<file path="src/inc/pas_defs.svh">
`ifndef PAS_DEFS_SVH
`define PAS_DEFS_SVH

// Register offsets
`define PAS_REG_SUMMARY 8'h0b
`define PAS_REG_MASK 8'h0c
`define PAS_REG_CONN_CHG 8'h0d
`define PAS_REG_CONN_STATE 8'h0e
`define PAS_REG_MON_CHG 8'h0f
`define PAS_REG_MON_STATE 8'h10
`define PAS_REG_SUP_THR 8'h20
`define PAS_REG_BUS_RANGE 8'h22
`define PAS_REG_BUS_THR 8'h2e

// Alert field: bits 6:4 of summary and mask
`define PAS_ALERT_CONN 2
`define PAS_ALERT_MON 1
`define PAS_ALERT_HW 0

// Reset values
`define PAS_SUMMARY_RST 3'h2
`define PAS_MASK_RST 3'h7
`define PAS_MASK_RSVD_HI 1'h1
`define PAS_MASK_RSVD_LO 4'hf
`define PAS_MON_STATE_RST 4'h4
`define PAS_CTRL_RST 8'h00
// Pin sync reset: scl, sda idle high; bus safe-zero high
`define PAS_PIN_RST 13'h1804

// Upper six bits of the 7-bit slave address, low bit from strap
`define PAS_DEV_ADDR_HI 6'h14
// Sync pipeline depth before status is trusted
`define PAS_PRIME_CNT 2'h3

`endif

</file>
<file path="src/inc/pas_pkg.sv">
package pas_pkg;

  typedef enum logic [4:0] {
    st_idle = 5'h01,
    st_addr = 5'h02,
    st_reg = 5'h04,
    st_wr = 5'h08,
    st_rd = 5'h10
  } pas_i2c_state_t;

endpackage : pas_pkg

</file>
<file path="src/hdl/pas_regs.sv">
`timescale 1ns/10ps
`include "pas_defs.svh"
// Summary of operation
// - Connection change, monitor change and hardware fault events set summary bits 6, 5, 4 respectively.
// - Summary and transition registers clear the bits returned by a read.
// - A set mask bit blocks its summary bit and its interrupt.
// - Alert pin driven low while summary AND NOT mask is nonzero.
// - Reset values apply after reset; mask and mode bits load from NVM.
// - Attach change sets connection change bit 0; bits 7:1 read zero.
// - Connection bits 7:5 report the attached party code.
// - Connection bit 4 shows normal (0) or standby (1) power mode.
// - Standby disabled after reset unless NVM enables it.
// - Monitor status changes set monitor change bits 3:0; 7:4 read zero.
// - Monitor bits 3, 2, 1 reflect bus valid, safe-zero, presence.
// - Safe-zero status resets to one.
// - Connector supply bit follows the detector once out of reset.
// - Bus valid window follows a rewritable range control register.
// - Bus lockout and supply lockout each from their own control register.
// - After reset summary reads monitor bit set, others zero.
// - Registers reached over an I2C slave, one address byte then data.
module pas_regs (
  input wire logic clk,
  input wire logic rst_n,
  input wire logic ce,
  input wire logic scl_in,
  input wire logic sda_in,
  output logic sda_out,
  output logic sda_oe,
  input wire logic addr_sel_pin,
  input wire logic [2:0] nvm_alert_mask,
  input wire logic nvm_standby_en,
  input wire logic [2:0] attached_party_code,
  input wire logic source_role_flag,
  input wire logic connector_supply_on_flag,
  input wire logic attached_flag,
  input wire logic bus_in_range_flag,
  input wire logic bus_safe_zero_flag,
  input wire logic bus_present_flag,
  input wire logic connector_supply_present_flag,
  input wire logic hardware_fault_alert_event,
  output logic alert_out,
  output logic alert_oe,
  output logic [7:0] bus_range_control,
  output logic [7:0] bus_threshold_control,
  output logic [7:0] connector_supply_threshold_control
);

  ////////////////////////////////////////////////////////////////////////////
  logic [12:0] pin_raw;
  logic [12:0] pin_meta;
  logic [12:0] pin_sync;
  logic scl_s, sda_s;
  logic scl_prev_reg, sda_prev_reg;
  logic scl_rise, scl_fall;
  logic start_cond, stop_cond;
  logic [1:0] prime_cnt_reg;
  logic primed;
  logic [5:0] conn_live;
  logic [3:0] mon_live;
  logic [5:0] conn_state_reg;
  logic [3:0] mon_state_reg;
  logic power_mode_reg;
  logic conn_chg_reg;
  logic [3:0] mon_chg_reg;
  logic [2:0] summary_reg;
  logic [2:0] mask_reg;
  logic attach_evt;
  logic [3:0] mon_evt;
  logic [2:0] alert_set;
  pas_pkg::pas_i2c_state_t state_reg;
  logic [7:0] shift_reg;
  logic [3:0] bit_cnt_reg;
  logic ack_slot_reg, rw_reg, mack_reg;
  logic [7:0] reg_ptr_reg;
  logic byte_done, addr_hit, rd_load, wr_stb;
  logic [7:0] rd_data;

  // Comparator outputs are asynchronous to clk, so they share the pin syncs
  assign pin_raw = {scl_in, sda_in, addr_sel_pin, attached_party_code, source_role_flag,
                    connector_supply_on_flag, attached_flag, bus_in_range_flag,
                    bus_safe_zero_flag, bus_present_flag, connector_supply_present_flag};

  always_ff @(posedge clk or negedge rst_n) begin
    if (!rst_n) begin
      pin_meta <= `PAS_PIN_RST;
      pin_sync <= `PAS_PIN_RST;
    end else if (ce) begin
      pin_meta <= pin_raw;
      pin_sync <= pin_meta;
    end
  end

  assign scl_s = pin_sync[12];
  assign sda_s = pin_sync[11];
  assign conn_live = pin_sync[9:4];
  assign mon_live = pin_sync[3:0];

  always_ff @(posedge clk or negedge rst_n) begin
    if (!rst_n) begin
      scl_prev_reg <= 1'b1;
      sda_prev_reg <= 1'b1;
    end else if (ce) begin
      scl_prev_reg <= scl_s;
      sda_prev_reg <= sda_s;
    end
  end

  assign scl_rise = scl_s && !scl_prev_reg;
  assign scl_fall = !scl_s && scl_prev_reg;
  assign start_cond = scl_s && scl_prev_reg && sda_prev_reg && !sda_s;
  assign stop_cond = scl_s && scl_prev_reg && !sda_prev_reg && sda_s;

  ////////////////////////////////////////////////////////////////////////////
  // Startup: syncs hold reset constants until filled, so no change is
  // flagged and straps are caught only once they are real
  always_ff @(posedge clk or negedge rst_n) begin
    if (!rst_n) begin
      prime_cnt_reg <= 2'h0;
    end else if (ce && !primed) begin
      prime_cnt_reg <= prime_cnt_reg + 2'h1;
    end
  end

  assign primed = (prime_cnt_reg == `PAS_PRIME_CNT);

  always_ff @(posedge clk or negedge rst_n) begin
    if (!rst_n) begin
      power_mode_reg <= 1'b0;
      mask_reg <= `PAS_MASK_RST;
    end else if (ce) begin
      if (!primed) begin
        power_mode_reg <= nvm_standby_en;
        mask_reg <= nvm_alert_mask;
      end else if (wr_stb && reg_ptr_reg == `PAS_REG_MASK) begin
        mask_reg <= shift_reg[6:4];
      end
    end
  end

  ////////////////////////////////////////////////////////////////////////////
  // Live status and change detection
  always_ff @(posedge clk or negedge rst_n) begin
    if (!rst_n) begin
      conn_state_reg <= 6'h00;
      mon_state_reg <= `PAS_MON_STATE_RST;
    end else if (ce) begin
      conn_state_reg <= conn_live;
      mon_state_reg <= mon_live;
    end
  end

  assign attach_evt = primed && (conn_live[0] != conn_state_reg[0]);
  assign mon_evt = primed ? (mon_live ^ mon_state_reg) : 4'h0;
  // Masked alerts never set, so unmasking later raises nothing stale
  assign alert_set = {attach_evt, |mon_evt, hardware_fault_alert_event} & ~mask_reg;

  always_ff @(posedge clk or negedge rst_n) begin
    if (!rst_n) begin
      conn_chg_reg <= 1'b0;
      mon_chg_reg <= 4'h0;
    end else if (ce) begin
      conn_chg_reg <= ((rd_load && reg_ptr_reg == `PAS_REG_CONN_CHG) ? 1'b0 : conn_chg_reg)
                      | attach_evt;
      mon_chg_reg <= ((rd_load && reg_ptr_reg == `PAS_REG_MON_CHG) ? 4'h0 : mon_chg_reg)
                     | mon_evt;
    end
  end

  always_ff @(posedge clk or negedge rst_n) begin
    if (!rst_n) begin
      summary_reg <= `PAS_SUMMARY_RST;
    end else if (ce) begin
      summary_reg <= ((rd_load && reg_ptr_reg == `PAS_REG_SUMMARY) ? 3'h0 : summary_reg)
                     | alert_set;
    end
  end

  // Open-drain alert: only ever pulls low
  assign alert_out = 1'b0;
  assign alert_oe = |(summary_reg & ~mask_reg);

  ////////////////////////////////////////////////////////////////////////////
  // Monitor control registers feed the analog comparators outside
  always_ff @(posedge clk or negedge rst_n) begin
    if (!rst_n) begin
      bus_range_control <= `PAS_CTRL_RST;
      bus_threshold_control <= `PAS_CTRL_RST;
      connector_supply_threshold_control <= `PAS_CTRL_RST;
    end else if (ce && wr_stb) begin
      case (reg_ptr_reg)
        `PAS_REG_BUS_RANGE: bus_range_control <= shift_reg;
        `PAS_REG_BUS_THR: bus_threshold_control <= shift_reg;
        `PAS_REG_SUP_THR: connector_supply_threshold_control <= shift_reg;
        default: ;
      endcase
    end
  end

  always_comb begin
    case (reg_ptr_reg)
      `PAS_REG_SUMMARY: rd_data = {1'b0, summary_reg, 4'h0};
      `PAS_REG_MASK: rd_data = {`PAS_MASK_RSVD_HI, mask_reg, `PAS_MASK_RSVD_LO};
      `PAS_REG_CONN_CHG: rd_data = {7'h00, conn_chg_reg};
      `PAS_REG_CONN_STATE: rd_data = {conn_state_reg[5:3], power_mode_reg,
                                      conn_state_reg[2], 1'b0, conn_state_reg[1:0]};
      `PAS_REG_MON_CHG: rd_data = {4'h0, mon_chg_reg};
      `PAS_REG_MON_STATE: rd_data = {4'h0, mon_state_reg};
      `PAS_REG_BUS_RANGE: rd_data = bus_range_control;
      `PAS_REG_BUS_THR: rd_data = bus_threshold_control;
      `PAS_REG_SUP_THR: rd_data = connector_supply_threshold_control;
      default: rd_data = 8'h00;
    endcase
  end

  ////////////////////////////////////////////////////////////////////////////
  // I2C slave; pointer auto-increments after each data byte
  assign byte_done = !ack_slot_reg && bit_cnt_reg == 4'h8;
  assign addr_hit = shift_reg[7:1] == {`PAS_DEV_ADDR_HI, pin_sync[10]};
  assign rd_load = ce && scl_fall && ack_slot_reg &&
                   ((state_reg == pas_pkg::st_addr && rw_reg) ||
                    (state_reg == pas_pkg::st_rd && mack_reg));
  assign wr_stb = ce && scl_fall && byte_done && state_reg == pas_pkg::st_wr;
  assign sda_out = 1'b0;

  always_ff @(posedge clk or negedge rst_n) begin
    if (!rst_n) begin
      state_reg <= pas_pkg::st_idle;
      shift_reg <= 8'h00;
      bit_cnt_reg <= 4'h0;
      ack_slot_reg <= 1'b0;
      rw_reg <= 1'b0;
      mack_reg <= 1'b0;
      sda_oe <= 1'b0;
      reg_ptr_reg <= 8'h00;
    end else if (ce) begin
      if (start_cond) begin
        state_reg <= pas_pkg::st_addr;
        bit_cnt_reg <= 4'h0;
        ack_slot_reg <= 1'b0;
        sda_oe <= 1'b0;
      end else if (stop_cond) begin
        state_reg <= pas_pkg::st_idle;
        ack_slot_reg <= 1'b0;
        sda_oe <= 1'b0;
      end else if (scl_rise && state_reg != pas_pkg::st_idle) begin
        if (ack_slot_reg) begin
          mack_reg <= !sda_s;
        end else begin
          shift_reg <= {shift_reg[6:0], sda_s};
          bit_cnt_reg <= bit_cnt_reg + 4'h1;
        end
      end else if (scl_fall && state_reg != pas_pkg::st_idle) begin
        if (byte_done) begin
          ack_slot_reg <= 1'b1;
          bit_cnt_reg <= 4'h0;
          case (state_reg)
            pas_pkg::st_addr: begin
              if (addr_hit) begin
                sda_oe <= 1'b1;
                rw_reg <= shift_reg[0];
              end else begin
                state_reg <= pas_pkg::st_idle;
              end
            end
            pas_pkg::st_reg: begin
              reg_ptr_reg <= shift_reg;
              sda_oe <= 1'b1;
            end
            pas_pkg::st_wr: begin
              reg_ptr_reg <= reg_ptr_reg + 8'h01;
              sda_oe <= 1'b1;
            end
            default: sda_oe <= 1'b0;
          endcase
        end else if (ack_slot_reg) begin
          ack_slot_reg <= 1'b0;
          if (rd_load) begin
            state_reg <= pas_pkg::st_rd;
            shift_reg <= rd_data;
            sda_oe <= !rd_data[7];
            reg_ptr_reg <= reg_ptr_reg + 8'h01;
          end else begin
            sda_oe <= 1'b0;
            case (state_reg)
              pas_pkg::st_addr: state_reg <= pas_pkg::st_reg;
              pas_pkg::st_reg: state_reg <= pas_pkg::st_wr;
              pas_pkg::st_rd: state_reg <= pas_pkg::st_idle;
              default: ;
            endcase
          end
        end else if (state_reg == pas_pkg::st_rd) begin
          sda_oe <= !shift_reg[7];
        end
      end
    end
  end
endmodule : pas_regs

</file>
<file path="config.mk">
export PLATFORM = sky130hd
export DESIGN_NAME = pas_regs
export DESIGN_NICKNAME = d
export VERILOG_FILES = /design/src/inc/pas_pkg.sv /design/src/hdl/pas_regs.sv
export VERILOG_INCLUDE_DIRS = /design/src /design/src/inc
export SDC_FILE = /design/constraint.sdc
export NUM_CORES = 1
export LEC_CHECK = 0
export BUFFER_PORTS_ARGS = -buffer_cell sky130_fd_sc_hd__buf_2
export CAP_MARGIN = 20
export CORE_MARGIN = 5
export CORE_UTILIZATION = 54
export DETAILED_ROUTE_END_ITERATION = 7
export GPL_TIMING_DRIVEN = 0
export HOLD_SLACK_MARGIN = 0.03
export PLACE_DENSITY_LB_ADDON = 0.08
export SYNTH_ARGS = -nofsm -noshare
export SYNTH_HDL_FRONTEND = slang
export SYNTH_SLANG_ARGS = --single-unit
</file>
<file path="constraint.sdc">
create_clock -name clk -period 2.4 [get_ports clk]
set_input_delay 0.36 -clock clk [delete_from_list [all_inputs] [get_ports clk]]
set_output_delay 0.36 -clock clk [all_outputs]
set_load 0.01 [all_outputs]
</file>
* Word level (Yosys, flattened, before mapping)
Cells that the tools add are included.
** Cells by class
- Add/sub/neg operators :: 3
- Eq/ne operators :: 28
- Multiplexer cells :: 48
- Bitwise operators :: 11
- Reductions and logical operators :: 60
** Operator list (number)
- two-way mux 8 bit :: 9
- one-hot mux 8 bit (9 select lines) :: 1
- two-way mux 5 bit :: 9
- equality test 8 x 4 -> 1 bit, second input constant :: 5
- two-way mux 4 bit :: 8
- equality test 8 x 6 -> 1 bit, second input constant :: 3
- logical AND 1 bit :: 24
- AND reduction 8 bit :: 3
- one-hot mux 8 bit (2 select lines) :: 1
- two-way mux 1 bit :: 15
- one-hot mux 5 bit (3 select lines) :: 1
- AND reduction 5 bit :: 3
- AND reduction 2 bit :: 5
- nonzero test 2 bit :: 5
- two-way mux 3 bit :: 3
- nonzero test 3 bit :: 3
- adder 8 x 1 -> 8 bit, second input constant :: 1
- equality test 8 x 5 -> 1 bit, second input constant :: 1
- logical NOT 1 bit :: 8
- equality test 7 x 6 -> 1 bit :: 1
- AND reduction 7 bit :: 1
- bitwise AND 3 bit :: 2
- inequality test 3 bit, second input constant :: 2
- nonzero test 6 bit :: 1
- 30 further kinds :: 35
** Word-level totals
- Bits in registers :: 105
- Bits of input ports :: 21
- Output and inout bits :: 28
- Word-level logic and storage cells :: 173

* Depth between registers and ports, before layout
Gate-level depths: netlist of the first run.
- Depth in word-level cells :: 12
- Mapped depth :: 10
- Depth with buffers taken out :: 7

* Least setup slack after synthesis of the first run
Ideal clock, no wire load.
- Path type :: reg2reg
- Start point :: register state_reg[2]
- End point :: register bus_range_control[0]
- Setup time :: 0.125 ns
- Arrival :: 2.237 ns
- Data required time :: 2.275 ns
- Slack :: 0.038 ns
- Stages on the path, launching flop included :: 6
- Path buffers :: 0
- Clock period less this slack :: 2.362 ns
- Cell sequence :: dfrtp_1 -> or3_1 -> or4_4 -> or2_4 -> nor3_4 -> mux2_2
** Between the ends
- Word-level cells in the longest chain between the ends :: 4
** Ends and longest elaborated chain
- start: declaration :: RTL line pas_regs.sv:70 : pas_pkg::pas_i2c_state_t state_reg;
- start signal: assignment :: RTL line pas_regs.sv:227 : state_reg <= pas_pkg::st_idle;
- start signal: assignment :: RTL line pas_regs.sv:237 : state_reg <= pas_pkg::st_addr;
- start signal: assignment :: RTL line pas_regs.sv:242 : state_reg <= pas_pkg::st_idle;
- equality test 5 x 4 -> 1 bit :: RTL line pas_regs.sv:222 : assign wr_stb = ce && scl_fall && byte_done && state_reg == pas_pkg::st_wr;
- logical AND 1 bit :: RTL line pas_regs.sv:222
- logical AND 1 bit :: RTL line pas_regs.sv:189 : end else if (ce && wr_stb) begin
- AND reduction 2 bit (no source line)
- end signal: assignment :: RTL line pas_regs.sv:186 : bus_range_control <= `PAS_CTRL_RST;
- end signal: assignment :: RTL line pas_regs.sv:191 : `PAS_REG_BUS_RANGE: bus_range_control <= shift_reg;
- end: declaration :: RTL line pas_regs.sv:43 : output logic [7:0] bus_range_control,
Every way passes these cells.
A chain may end at the register's enable or synchronous reset.

* Worst setup path after layout of the first run
- Start point :: register bit_cnt_reg[1]
- End point :: register bus_range_control[1]
** Between the ends
- Word-level cells in the longest chain between the ends :: 6
** Ends and longest elaborated chain
- start: declaration :: RTL line pas_regs.sv:72 : logic [3:0] bit_cnt_reg;
- start signal: assignment :: RTL line pas_regs.sv:250 : bit_cnt_reg <= bit_cnt_reg + 4'h1;
- equality test 4 bit :: RTL line pas_regs.sv:217 : assign byte_done = !ack_slot_reg && bit_cnt_reg == 4'h8;
- logical AND 1 bit :: RTL line pas_regs.sv:217
- logical AND 1 bit (2 in a row) :: RTL line pas_regs.sv:222
- logical AND 1 bit :: RTL line pas_regs.sv:189
- AND reduction 2 bit (no source line)
Every way passes these cells.

==> results of run 1 <==
-- worst max path at each step --
stage	to	slack, ns	depth (start not counted)
6_report	bus_range_control[1]	0.04	8
5_1_grt	bus_range_control[1]	-0.05	8
4_1_cts	bus_range_control[1]	-0.0006	8
3_5_place_dp	bit_cnt_reg[1]	-0.43	5
3_3_place_gp	reg_ptr_reg[0]	-0.42	6
2_1_floorplan	bus_range_control[0]	0.04	5
-- worst reg2reg max path, cell delays in order, from the launching register on --
cell       delay [ns]
dfrtp_1          0.41
inv_2            0.08
ha_4             0.16
nand4bb_4        0.13
or4_4            0.54
or2_4            0.28
nor3_4           0.20
buf_12           0.16
mux2_4           0.30
-- repair_timing --
item | CTS | global route
setup buffers | 9 | 2
resized for setup | 24 | 13
hold endpoints to repair | 18 | 0
hold buffers | 1 | 0
pin swaps | 6 | 2
setup endpoints to repair | 55 | 48
-- synthesized netlist by cell type (2+ instances only) --
library cell  number
a21o_1             3
o21ai_0           28
mux2_2            66
buf_4              2
a22oi_1           16
and4_1             2
ha_1               7
a211oi_1           5
nor4b_1            2
a221oi_1           6
a31oi_1            2
nand4b_1           2
xor2_1             3
a2bb2oi_1          5
nand4_1            4
nor3_1             9
nand2_1           38
nor2b_1            5
and3_1             5
nor3b_1            2
dfrtp_1           91
nand3b_1           3
a21oi_1           14
inv_1             12
o2bb2ai_1          4
mux2i_1            7
buf_2              2
o22ai_1            8
clkbuf_1          21
nand3_1           16
or3_1              2
dfstp_2           14
and2_1             4
nand2b_1           4
xnor2_1            6
o211ai_1           7
o31ai_1            3
nor2_1            33
-- layer usage --
layer | GRT usage (%) | vias to the layer above | share of wire, %
li1 | - | 1935 | -
met3 | 3.523 | 37 | 5.5
met2 | 35.92 | 141 | 45
met1 | 32.58 | 2045 | 45
met5 | 0 | - | 0
met4 | 11.58 | 0 | 4.0
-- stage by stage --
stage	area [sq um]	utilization, %	hold WS, ns	setup slack, ns
2_1_floorplan	5329	-	0.06441	0.03826
3_3_place_gp	5720	59.07	0.4635	-0.4173
3_5_place_dp	5751	59.38	0.4344	-0.4341
4_1_cts	6103	63.02	0.1570	-0.0006157
5_1_grt	6150	63.50	0.1501	-0.04981
6_report	6150	63.50	0.1627	0.04085
-- power by group through the flow --
| stage | clock network (W) | registers (W) | logic [W] |
|---|---|---|---|
| detailed placement | 0 | 0.00260 | 0.00198 |
| floorplan | 0 | 0.00246 | 0.00150 |
| finish | 0.00103 | 0.00265 | 0.00217 |
| global placement | 0 | 0.00258 | 0.00193 |
| CTS | 0.00105 | 0.00260 | 0.00214 |
| global route | 0.00113 | 0.00270 | 0.00242 |
-- logic make-up (layout without fill, tap and decap cells) --
logic type,Yosys count,count (layout),share of synthesized area [%]
AND/OR/NAND/NOR,144,144,14.45
AO/OA/AOI/OAI,114,114,14.61
flip-flops,105,105,49.67
multiplexers,73,73,15.27
buffers and inverters,37,106,2.796
XOR/XNOR,9,9,1.480
adder cells (fa/ha/maj),7,7,1.645
other,1,2,0.07042
-- final cells by class --
type                       instances  area, sq um  area share [%]
multi-input combinational        349         2665           43.34
sequential                       105         2648           43.05
timing repair buffer              58        360.3           5.860
tap                              133        166.4           2.706
clock buffer                      10        127.6           2.075
buffer                            20        87.58           1.424
clock inverter                     6        50.05          0.8138
inverter                          12        45.04          0.7325
==> results by group, run 1 <==
Run status
  • Status: complete, no violations

Clocking
  • Insertion delay to the later sink of the worst-skew pair: around 0.38 ns
  • CTS tree: done
  • Clk buf depth: 2
  • Cts bufs inserted: 9
  • Root buffer cell: clkbuf_8
  • Clock slew at reported path FFs: 0.10 ns
  • H-tree Lvls: 3
  • # clock sinks: approximately 110

GRT
  • Gr usage total: a little under a quarter
  • Vias in the first global route: around 4200
  • Largest net degree at the start of global routing: 56
  • GRT Residual Overflow: 0
  • Initial antenna violation count: 0
  • First-pass GRT wire length: 21690 um

Placement
  • Detailed Place HPWL: 9367 um
  • Port bufs: 45
  • RePlAce Congestion: 0.9040
  • DP Cell Count: 670

Synthesis
  • Post-Syn Area: roughly 5300 sq um
  • Avg Cell Area, Syn: 10.87 sq um
  • Post-synthesis sequential area ratio: around half
  • Cell taking the most area after synthesis: dfrtp_1
  • Netlist cell types: 65
  • Top cells by area, synth: dfrtp_1 (43%), mux2_2 (14%), dfstp_2 (6.9%)
  • Post-synth EDFFs: 0
  • Post-synthesis register bit count: 105
  • Top FF cell, synth: dfrtp_1
  • Mapped Cells: 490
  • Share of the synthesized area in the top cell type: between 40 and 50%
  • Synth Warn #: 0
  • Fraction of synthesis flops using an asynchronous set or reset pin: 100.0%

Detailed routing
  • Vias per inst: about 6.0
  • Via count of the routed design: about 4200
  • Total wire length after detailed routing: ~13000 um
  • Initial DRT Pass Iterations: 5
  • DR iter-0 viols: between 200 and 300
  • # DRC: 0
  • Post-route ant nets: 0
  • WL per Instance: roughly 19 um

Final layout
  • Top flop regs: pin_meta: 13 flops, pin_sync: 13 flops
  • Most frequent cells in the layout: dfrtp_1 (89), mux2_2 (58), buf_2 (45)
  • Fin nets: ~580
  • Most common cell after layout, fill and taps aside: dfrtp_1
  • Antenna fix cells: 0
  • Fraction of layout cells with a size suffix above 1: 32.86%
  • Area growth from synthesis to layout: 15.48%
  • Fin cells: about 690
  • Filler Cell Count: approximately 810

Power
  • Logic pwr share: a little under two fifths
  • Int Power: approximately 0.0035 W
  • Switch Pwr: between 0.002 and 0.0025 W
  • Share of total power in the clock network: between 10% and 20%
  • Switching Fraction: roughly two fifths
  • Seq pwr share: between 40% and 50%
  • Pwr Density: roughly 950 nW/um^2
  • Leak Pwr: between 2 and 3 nW
  • Peak supply drop: 0.4398 mV
  • PnR Total Power: between 0.005 and 0.006 W

Die
  • Die Y: 109.3 um
  • Row cnt: 36
  • Die X: 109.3 um
  • Die Footprint: 11950 sq um
  • Initial Util: a little over half
  • Core Box Area: approximately 9700 sq um
  • I/O pin count: 49

Setup path
  • Element type at the critical path start: flop
  • Worst Setup SP: bit_cnt_reg[1]
  • FF-to-FF End: bus_range_control[1]
  • Data required, critical path: 2.67 ns
  • Critical path's top delay family: simple AND/OR/NAND/NOR gates
  • Worst setup EP type: flop
  • CP Max Fanout: 8
  • Reg2reg start: bit_cnt_reg[1]
  • Worst path slowest cell: or4_4
  • Crit Path Class: reg2reg
  • Worst Path Buf+Inv: 2
  • Worst R2R Path Depth: 8
  • R2r setup slk: 0.04 ns
  • Crit-path max cell delay: around 0.54 ns
  • Crit-path cells: inv_2, ha_4, nand4bb_4, or4_4, or2_4, nor3_4, buf_12, mux2_4
  • WP data arrival: around 2.6 ns

Timing
  • Normalized max-slew margin: 55.30%
  • Worst Tran Pin Value: 0.6704 ns
  • Skew final: 0.01698 ns
  • Achievable frequency: ~420 MHz
  • Final Max Slew Viols: 0
  • RSZ-0062 raised after global routing: true
  • Final Setup Violations: 0
  • Post-route setup TNS: 0 ns
  • Hold Vio Cnt, Final: 0
  • Tcrit/Tclk final: a little over nine tenths
  • Period minus WS final: ~2.4 ns

Min path
  • Hold wc startpoint: nvm_standby_en
  • Min-delay worst type: in2reg
  • Hold worst-path end: power_mode_reg
  • Hold path cells: 3

Job
  • Maxcap violations: 0
(Power assumes the default switching activity.)
==> run 2, diff against run 1 <==
--- a/config.mk
+++ b/config.mk
@@ -11,9 +11,8 @@
 export CORE_MARGIN = 5
 export CORE_UTILIZATION = 54
 export DETAILED_ROUTE_END_ITERATION = 7
-export GPL_TIMING_DRIVEN = 0
 export HOLD_SLACK_MARGIN = 0.03
-export PLACE_DENSITY_LB_ADDON = 0.08
+export PLACE_DENSITY = 0.76
 export SYNTH_ARGS = -nofsm -noshare
 export SYNTH_HDL_FRONTEND = slang
 export SYNTH_SLANG_ARGS = --single-unit
==> results by group, run 2 (synthesized netlist as in run 1, its figures left out) <==
Min path
  • Hold wc startpoint: nvm_standby_en (unchanged)
  • Hold worst-path end: power_mode_reg (unchanged)
  • Hold path cells: 3 (unchanged)
  • Min-delay worst type: in2reg (unchanged)

Power
  • Share of total power in the clock network: 19.0% (was 17.6%)
  • Seq pwr share: 43.9% (was 45.3%)
  • Switching Fraction: 40.05% (was 40.74%)
  • Switch Pwr: 0.002391 W (was 0.002385 W)
  • Int Power: 0.003579 W (was 0.003469 W)
  • Pwr Density: 964.8 nW/um^2 (was 952.0 nW/um^2)
  • Peak supply drop: 0.5955 mV (was 0.4398 mV)
  • PnR Total Power: 0.005970 W (was 0.005855 W)
  • Logic pwr share: 37.1% (about the same)
  • Leak Pwr: 2.773 nW (was 2.668 nW)

Die
  • I/O pin count: 49 (unchanged)
  • Initial Util: 54.99% (unchanged)
  • Die Y: 109.3 um (unchanged)
  • Die X: 109.3 um (unchanged)
  • Row cnt: 36 (unchanged)
  • Core Box Area: 9684 sq um (unchanged)
  • Die Footprint: 11950 sq um (unchanged)

Detailed routing
  • Initial DRT Pass Iterations: 5 (unchanged)
  • Total wire length after detailed routing: 12830 um (was 13120 um)
  • DR iter-0 viols: 314 (was 262)
  • Post-route ant nets: 0 (unchanged)
  • # DRC: 0 (unchanged)
  • Vias per inst: 6.044 (was 6.000)
  • Via count of the routed design: 4249 (was 4158)
  • WL per Instance: 18.25 um (was 18.93 um)

Final layout
  • Antenna fix cells: 0 (unchanged)
  • Top flop regs: pin_meta: 13 flops, pin_sync: 13 flops (unchanged)
  • Final Core Density: 63.89% (was 63.50%)
  • Area growth from synthesis to layout: 16.19% (was 15.48%)
  • Fraction of layout cells with a size suffix above 1: 33.51% (was 32.86%)
  • Most frequent cells in the layout: dfrtp_1 (91), mux2_2 (66), buf_2 (45) (was dfrtp_1 (89), mux2_2 (58), buf_2 (45))
  • Final instance area: 6187 sq um (was 6150 sq um)
  • Most common cell after layout, fill and taps aside: dfrtp_1 (unchanged)
  • Fin nets: 593 (was 583)

Timing
  • Final Setup Violations: 0 (unchanged)
  • Period minus WS final: 2.337 ns (was 2.359 ns)
  • Post-route setup TNS: 0 ns (unchanged)
  • Normalized max-slew margin: 61.07% (was 55.30%)
  • Final Max Slew Viols: 0 (unchanged)
  • RSZ-0062 raised after global routing: true (unchanged)
  • Hold Vio Cnt, Final: 0 (unchanged)
  • Worst Tran Pin Value: 0.5840 ns (was 0.6704 ns)
  • Hold_ws: 0.1696 ns (was 0.1627 ns)
  • Tcrit/Tclk final: 97.39% (was 98.30%)
  • Achievable frequency: 427.8 MHz (was 423.9 MHz)
  • Skew final: 0.01196 ns (was 0.01698 ns)

Placement
  • Placement Cell Area: 5949 sq um (was 5751 sq um)
  • Detailed Place HPWL: 9484 um (was 9367 um)
  • Port bufs: 46 (was 45)
  • RePlAce Congestion: 1.017 (was 0.9040)

Clocking
  • Root buffer cell: clkbuf_8 (unchanged)
  • Cts bufs inserted: 9 (unchanged)
  • CTS tree: done (unchanged)
  • Clk buf depth: 2 (unchanged)
  • Insertion delay to the later sink of the worst-skew pair: 0.38 ns (about the same)
  • # clock sinks: 105 (unchanged)
  • Clock slew at reported path FFs: 0.11 ns (was 0.10 ns)
  • H-tree Lvls: 3 (unchanged)

GRT
  • First-pass GRT wire length: 20980 um (was 21690 um)
  • Largest net degree at the start of global routing: 51 (was 56)
  • Initial antenna violation count: 0 (unchanged)
  • GRT Residual Overflow: 0 (unchanged)
  • Vias in the first global route: 4149 (was 4166)
  • Gr usage total: 22.60% (was 23.40%)

Setup path
  • Worst path slowest cell: or4_4 (unchanged)
  • Element type at the critical path start: flop (unchanged)
  • CP Max Fanout: 8 (unchanged)
  • FF-to-FF End: bus_range_control[6] (was bus_range_control[1])
  • WP data arrival: 2.61 ns (was 2.62 ns)
  • R2r setup slk: 0.06 ns (was 0.04 ns)
  • Critical path's top delay family: simple AND/OR/NAND/NOR gates (unchanged)
  • Reg2reg start: state_reg[1] (was bit_cnt_reg[1])
  • Worst setup EP type: flop (unchanged)
  • Worst Path Buf+Inv: 1 (was 2)
  • Crit-path max cell delay: 0.56 ns (was 0.54 ns)
  • Worst R2R Path Depth: 6 (was 8)
  • Data required, critical path: 2.67 ns (about the same)
  • Crit-path cells: or3_4, or4_4, or2_4, nor3_4, buf_12, mux2_2 (was inv_2, ha_4, nand4bb_4, or4_4, or2_4, nor3_4, buf_12, mux2_4)
  • Crit Path Class: reg2reg (unchanged)

Run status
  • Status: complete, no violations (unchanged)

Job
  • Maxcap violations: 0 (unchanged)
run 2: layout make-up:
cell class | instances | area, sq um
sequential | 105 | 2645
inverter | 12 | 45.04
clock inverter | 7 | 91.34
clock buffer | 9 | 123.9
tap | 133 | 166.4
fill | 777 | 3497
multi-input combinational | 349 | 2540
timing repair buffer | 88 | 575.6
run 2: worst max path at each step:
stage / from / to / slack (ns) / cells after the start
finish: state_reg[1] / bus_range_control[6] / 0.06 / 6
global route: state_reg[4] / bus_range_control[6] / -0.004 / 6
CTS: state_reg[4] / bus_range_control[6] / 0.01 / 6
detailed placement: state_reg[4] / bus_range_control[1] / 0.02 / 6
global placement: state_reg[4] / bus_range_control[6] / 0.06 / 6
floorplan: state_reg[2] / bus_range_control[0] / 0.04 / 5
run 2: what timing repair did:
item / 4_1_cts / 5_1_grt
gates resized for setup: 0 / 1
hold endpoints to repair: 33 / 0
endpoints found under the setup margin: 2 / 23
setup buffers: 0 / 1
pin swaps: 1 / 1
hold buffers: 1 / 0
run 2: power groups by stage:
stage	logic, W	registers, W	clock network (W)
6_report	0.00222	0.00262	0.00113
5_1_grt	0.00246	0.00268	0.00123
4_1_cts	0.00218	0.00261	0.00116
3_5_place_dp	0.00216	0.00264	0
3_3_place_gp	0.00211	0.00262	0
2_1_floorplan	0.00150	0.00246	0
run 2: worst register-to-register path: cells and delay by family (launching register included):
family / cells / cell delay, ns
and+or+nand+nor: 4 / 1.37
DFF: 1 / 0.39
buffers and inverters: 1 / 0.15
muxes: 1 / 0.33
run 2: routing by layer:
metal	track usage, %	up-vias	routed length [um]
met1	30.58	2067	5540
met4	8.370	0	301
met3	4.991	36	877
met2	35.88	186	6108
met5	0	-	0
li1	-	1960	-
run 2: through the flow:
stage	instances	setup slack (ns)
4_1_cts	702	0.01485
3_3_place_gp	685	0.06084
3_5_place_dp	685	0.02274
6_report	703	0.06266
2_1_floorplan	491	0.03826
5_1_grt	703	-0.004469
==> run 3, diff against run 2 <==
--- a/config.mk
+++ b/config.mk
@@ -9,10 +9,10 @@
 export BUFFER_PORTS_ARGS = -buffer_cell sky130_fd_sc_hd__buf_2
 export CAP_MARGIN = 20
 export CORE_MARGIN = 5
-export CORE_UTILIZATION = 54
+export CORE_UTILIZATION = 48
 export DETAILED_ROUTE_END_ITERATION = 7
 export HOLD_SLACK_MARGIN = 0.03
-export PLACE_DENSITY = 0.76
+export PLACE_DENSITY = 0.69
 export SYNTH_ARGS = -nofsm -noshare
 export SYNTH_HDL_FRONTEND = slang
 export SYNTH_SLANG_ARGS = --single-unit
==> results by group, run 3 (synthesized netlist as in run 1, its figures left out) <==
Die
  • Core Box Area: 10840 sq um (was 9684 sq um)
  • I/O pin count: 49 (unchanged)
  • Row cnt: 38 (was 36)
  • Initial Util: 49.12% (was 54.99%)
  • Die Footprint: 13300 sq um (was 11950 sq um)
  • Die Y: 115.3 um (was 109.3 um)
  • Die X: 115.3 um (was 109.3 um)

Power
  • Leak Pwr: 2.768 nW (was 2.773 nW)
  • Peak supply drop: 0.5687 mV (was 0.5955 mV)
  • Pwr Density: 956.0 nW/um^2 (was 964.8 nW/um^2)

Final layout
  • Antenna fix cells: 0 (unchanged)
  • Final instance area: 6200 sq um (was 6187 sq um)
  • Top flop regs: pin_meta: 13 flops, pin_sync: 13 flops (unchanged)
  • Most common cell after layout, fill and taps aside: dfrtp_1 (unchanged)
  • Fin cells: 714 (was 703)
  • Area growth from synthesis to layout: 16.42% (was 16.19%)
  • Filler Cell Count: 947 (was 777)
  • Fraction of layout cells with a size suffix above 1: 34.15% (was 33.51%)
  • Fin nets: 597 (was 593)
  • Most frequent cells in the layout: dfrtp_1 (91), mux2_2 (64), buf_2 (45) (was dfrtp_1 (91), mux2_2 (66), buf_2 (45))

Clocking
  • # clock sinks: 105 (unchanged)
  • H-tree Lvls: 3 (unchanged)
  • Clk buf depth: 2 (unchanged)
  • Clock slew at reported path FFs: 0.10 ns (was 0.11 ns)
  • CTS tree: done (unchanged)
  • Root buffer cell: clkbuf_8 (unchanged)
  • Insertion delay to the later sink of the worst-skew pair: 0.39 ns (was 0.38 ns)
  • Cts bufs inserted: 9 (unchanged)

Detailed routing
  • Post-route ant nets: 0 (unchanged)
  • DR iter-0 viols: 436 (was 314)
  • Vias per inst: 6.017 (was 6.044)
  • WL per Instance: 18.68 um (was 18.25 um)
  • Initial DRT Pass Iterations: 5 (unchanged)
  • Total wire length after detailed routing: 13340 um (was 12830 um)
  • # DRC: 0 (unchanged)
  • Via count of the routed design: 4296 (was 4249)

Placement
  • DP Cell Count: 690 (was 685)
  • Detailed Place HPWL: 9607 um (was 9484 um)
  • RePlAce Congestion: 0.9264 (was 1.017)
  • Port bufs: 46 (unchanged)
  • Placement Cell Area: 5931 sq um (was 5949 sq um)

Timing
  • Final Setup Violations: 0 (unchanged)
  • RSZ-0062 raised after global routing: true (unchanged)
  • Achievable frequency: 422.3 MHz (was 427.8 MHz)
  • Worst Tran Pin Value: 0.5649 ns (was 0.5840 ns)
  • Tcrit/Tclk final: 98.67% (was 97.39%)
  • Hold_ws: 0.1486 ns (was 0.1696 ns)
  • Period minus WS final: 2.368 ns (was 2.337 ns)
  • Skew final: 0.01367 ns (was 0.01196 ns)
  • Hold Vio Cnt, Final: 0 (unchanged)
  • Post-route setup TNS: 0 ns (unchanged)
  • Final Max Slew Viols: 0 (unchanged)
  • Normalized max-slew margin: 62.34% (was 61.07%)

Setup path
  • Worst Path Buf+Inv: 1 (unchanged)
  • Reg2reg start: state_reg[4] (was state_reg[1])
  • Crit Path Class: reg2reg (unchanged)
  • Worst R2R Path Depth: 6 (unchanged)
  • Crit-path cells: or3_4, or4_4, or2_4, nor3_4, buf_12, mux2_2 (unchanged)
  • FF-to-FF End: bus_range_control[1] (was bus_range_control[6])
  • Critical path's top delay family: simple AND/OR/NAND/NOR gates (unchanged)
  • WP data arrival: 2.65 ns (was 2.61 ns)
  • R2r setup slk: 0.03 ns (was 0.06 ns)
  • Element type at the critical path start: flop (unchanged)
  • Worst setup EP type: flop (unchanged)
  • Data required, critical path: 2.68 ns (was 2.67 ns)
  • Crit-path max cell delay: 0.56 ns (about the same)
  • Worst path slowest cell: or4_4 (unchanged)
  • CP Max Fanout: 8 (unchanged)

GRT
  • Largest net degree at the start of global routing: 73 (was 51)
  • Vias in the first global route: 4292 (was 4149)
  • Initial antenna violation count: 0 (unchanged)
  • Gr usage total: 21.15% (was 22.60%)
  • First-pass GRT wire length: 22200 um (was 20980 um)
  • GRT Residual Overflow: 0 (unchanged)

Min path
  • Hold worst-path end: power_mode_reg (unchanged)
  • Hold wc startpoint: nvm_standby_en (unchanged)
  • Hold path cells: 3 (unchanged)
  • Min-delay worst type: in2reg (unchanged)

Job
  • Maxcap violations: 0 (unchanged)

Run status
  • Status: complete, no violations (unchanged)
## run 3: cell types whose count changed in the layout (fill, tap and decap cells not counted), sizes merged
cell      change
clkinv        -3
clkbuf        +2
buf           +4
clkinvlp      +2
inv           -1
## run 3: worst max path at each step
stage,endpoint,slack [ns],cells after the start,start
detailed placement,bus_range_control[6],-0.09,5,state_reg[4]
CTS,bus_range_control[1],-0.01,8,bit_cnt_reg[0]
finish,bus_range_control[1],0.03,6,state_reg[4]
global route,bus_range_control[1],-0.02,6,state_reg[4]
floorplan,bus_range_control[0],0.04,5,state_reg[2]
global placement,bus_range_control[4],-0.03,5,state_reg[4]
## run 3: power by group
| part | switching [W] | internal (W) |
|---|---|---|
| logic | 0.00127 | 0.00102 |
| registers | 0.000451 | 0.00218 |
| clock network | 0.000624 | 0.000384 |
## run 3: cell type report
type | count | area [sq um] | share of cell area [%]
flip-flops and latches | 105 | 2645 | 42.66
multi-input cells | 349 | 2560 | 41.29
repair buffers | 92 | 605.6 | 9.768
well taps | 140 | 175.2 | 2.825
clock buffers | 11 | 131.4 | 2.119
inverters | 12 | 45.04 | 0.7265
clock inverters | 5 | 37.54 | 0.6054
## run 3: worst reg2reg max path: stages, from the launching register on
cell	delay, ns
dfrtp_1	0.39
or3_4	0.40
or4_4	0.56
or2_4	0.27
nor3_4	0.15
buf_12	0.15
mux2_2	0.34
## run 3: through the flow
step                      setup slack (ns)  power, W  util (%)
final                              0.03198  0.005927     57.19
after detailed placement          -0.08639  0.004789     54.71
after CTS                         -0.01314  0.005894     57.05
after global placement            -0.02632  0.004713     54.71
after global routing              -0.01516  0.006309     57.19
after floorplan                    0.03826  0.003962         -
## run 3: repair_timing
| item | 4_1_cts | 5_1_grt |
|---|---|---|
| gates cloned | 0 | 0 |
| endpoints found under the hold margin | 33 | 0 |
| hold buffers | 1 | 0 |
| pin swaps | 4 | 2 |
| setup endpoints to repair | 8 | 21 |
| buffers inserted | 5 | 2 |
| gates resized for setup | 7 | 0 |
## run 3: per-layer routing
metal  GRT usage (%)  part of all wire [%]  vias to the layer above
met3           5.263                   6.7                       22
met4           7.981                   2.0                        0
met5               0                     0                        -
li1                -                     -                     1965
met1           29.06                    45                     2145
met2           32.45                    46                      164
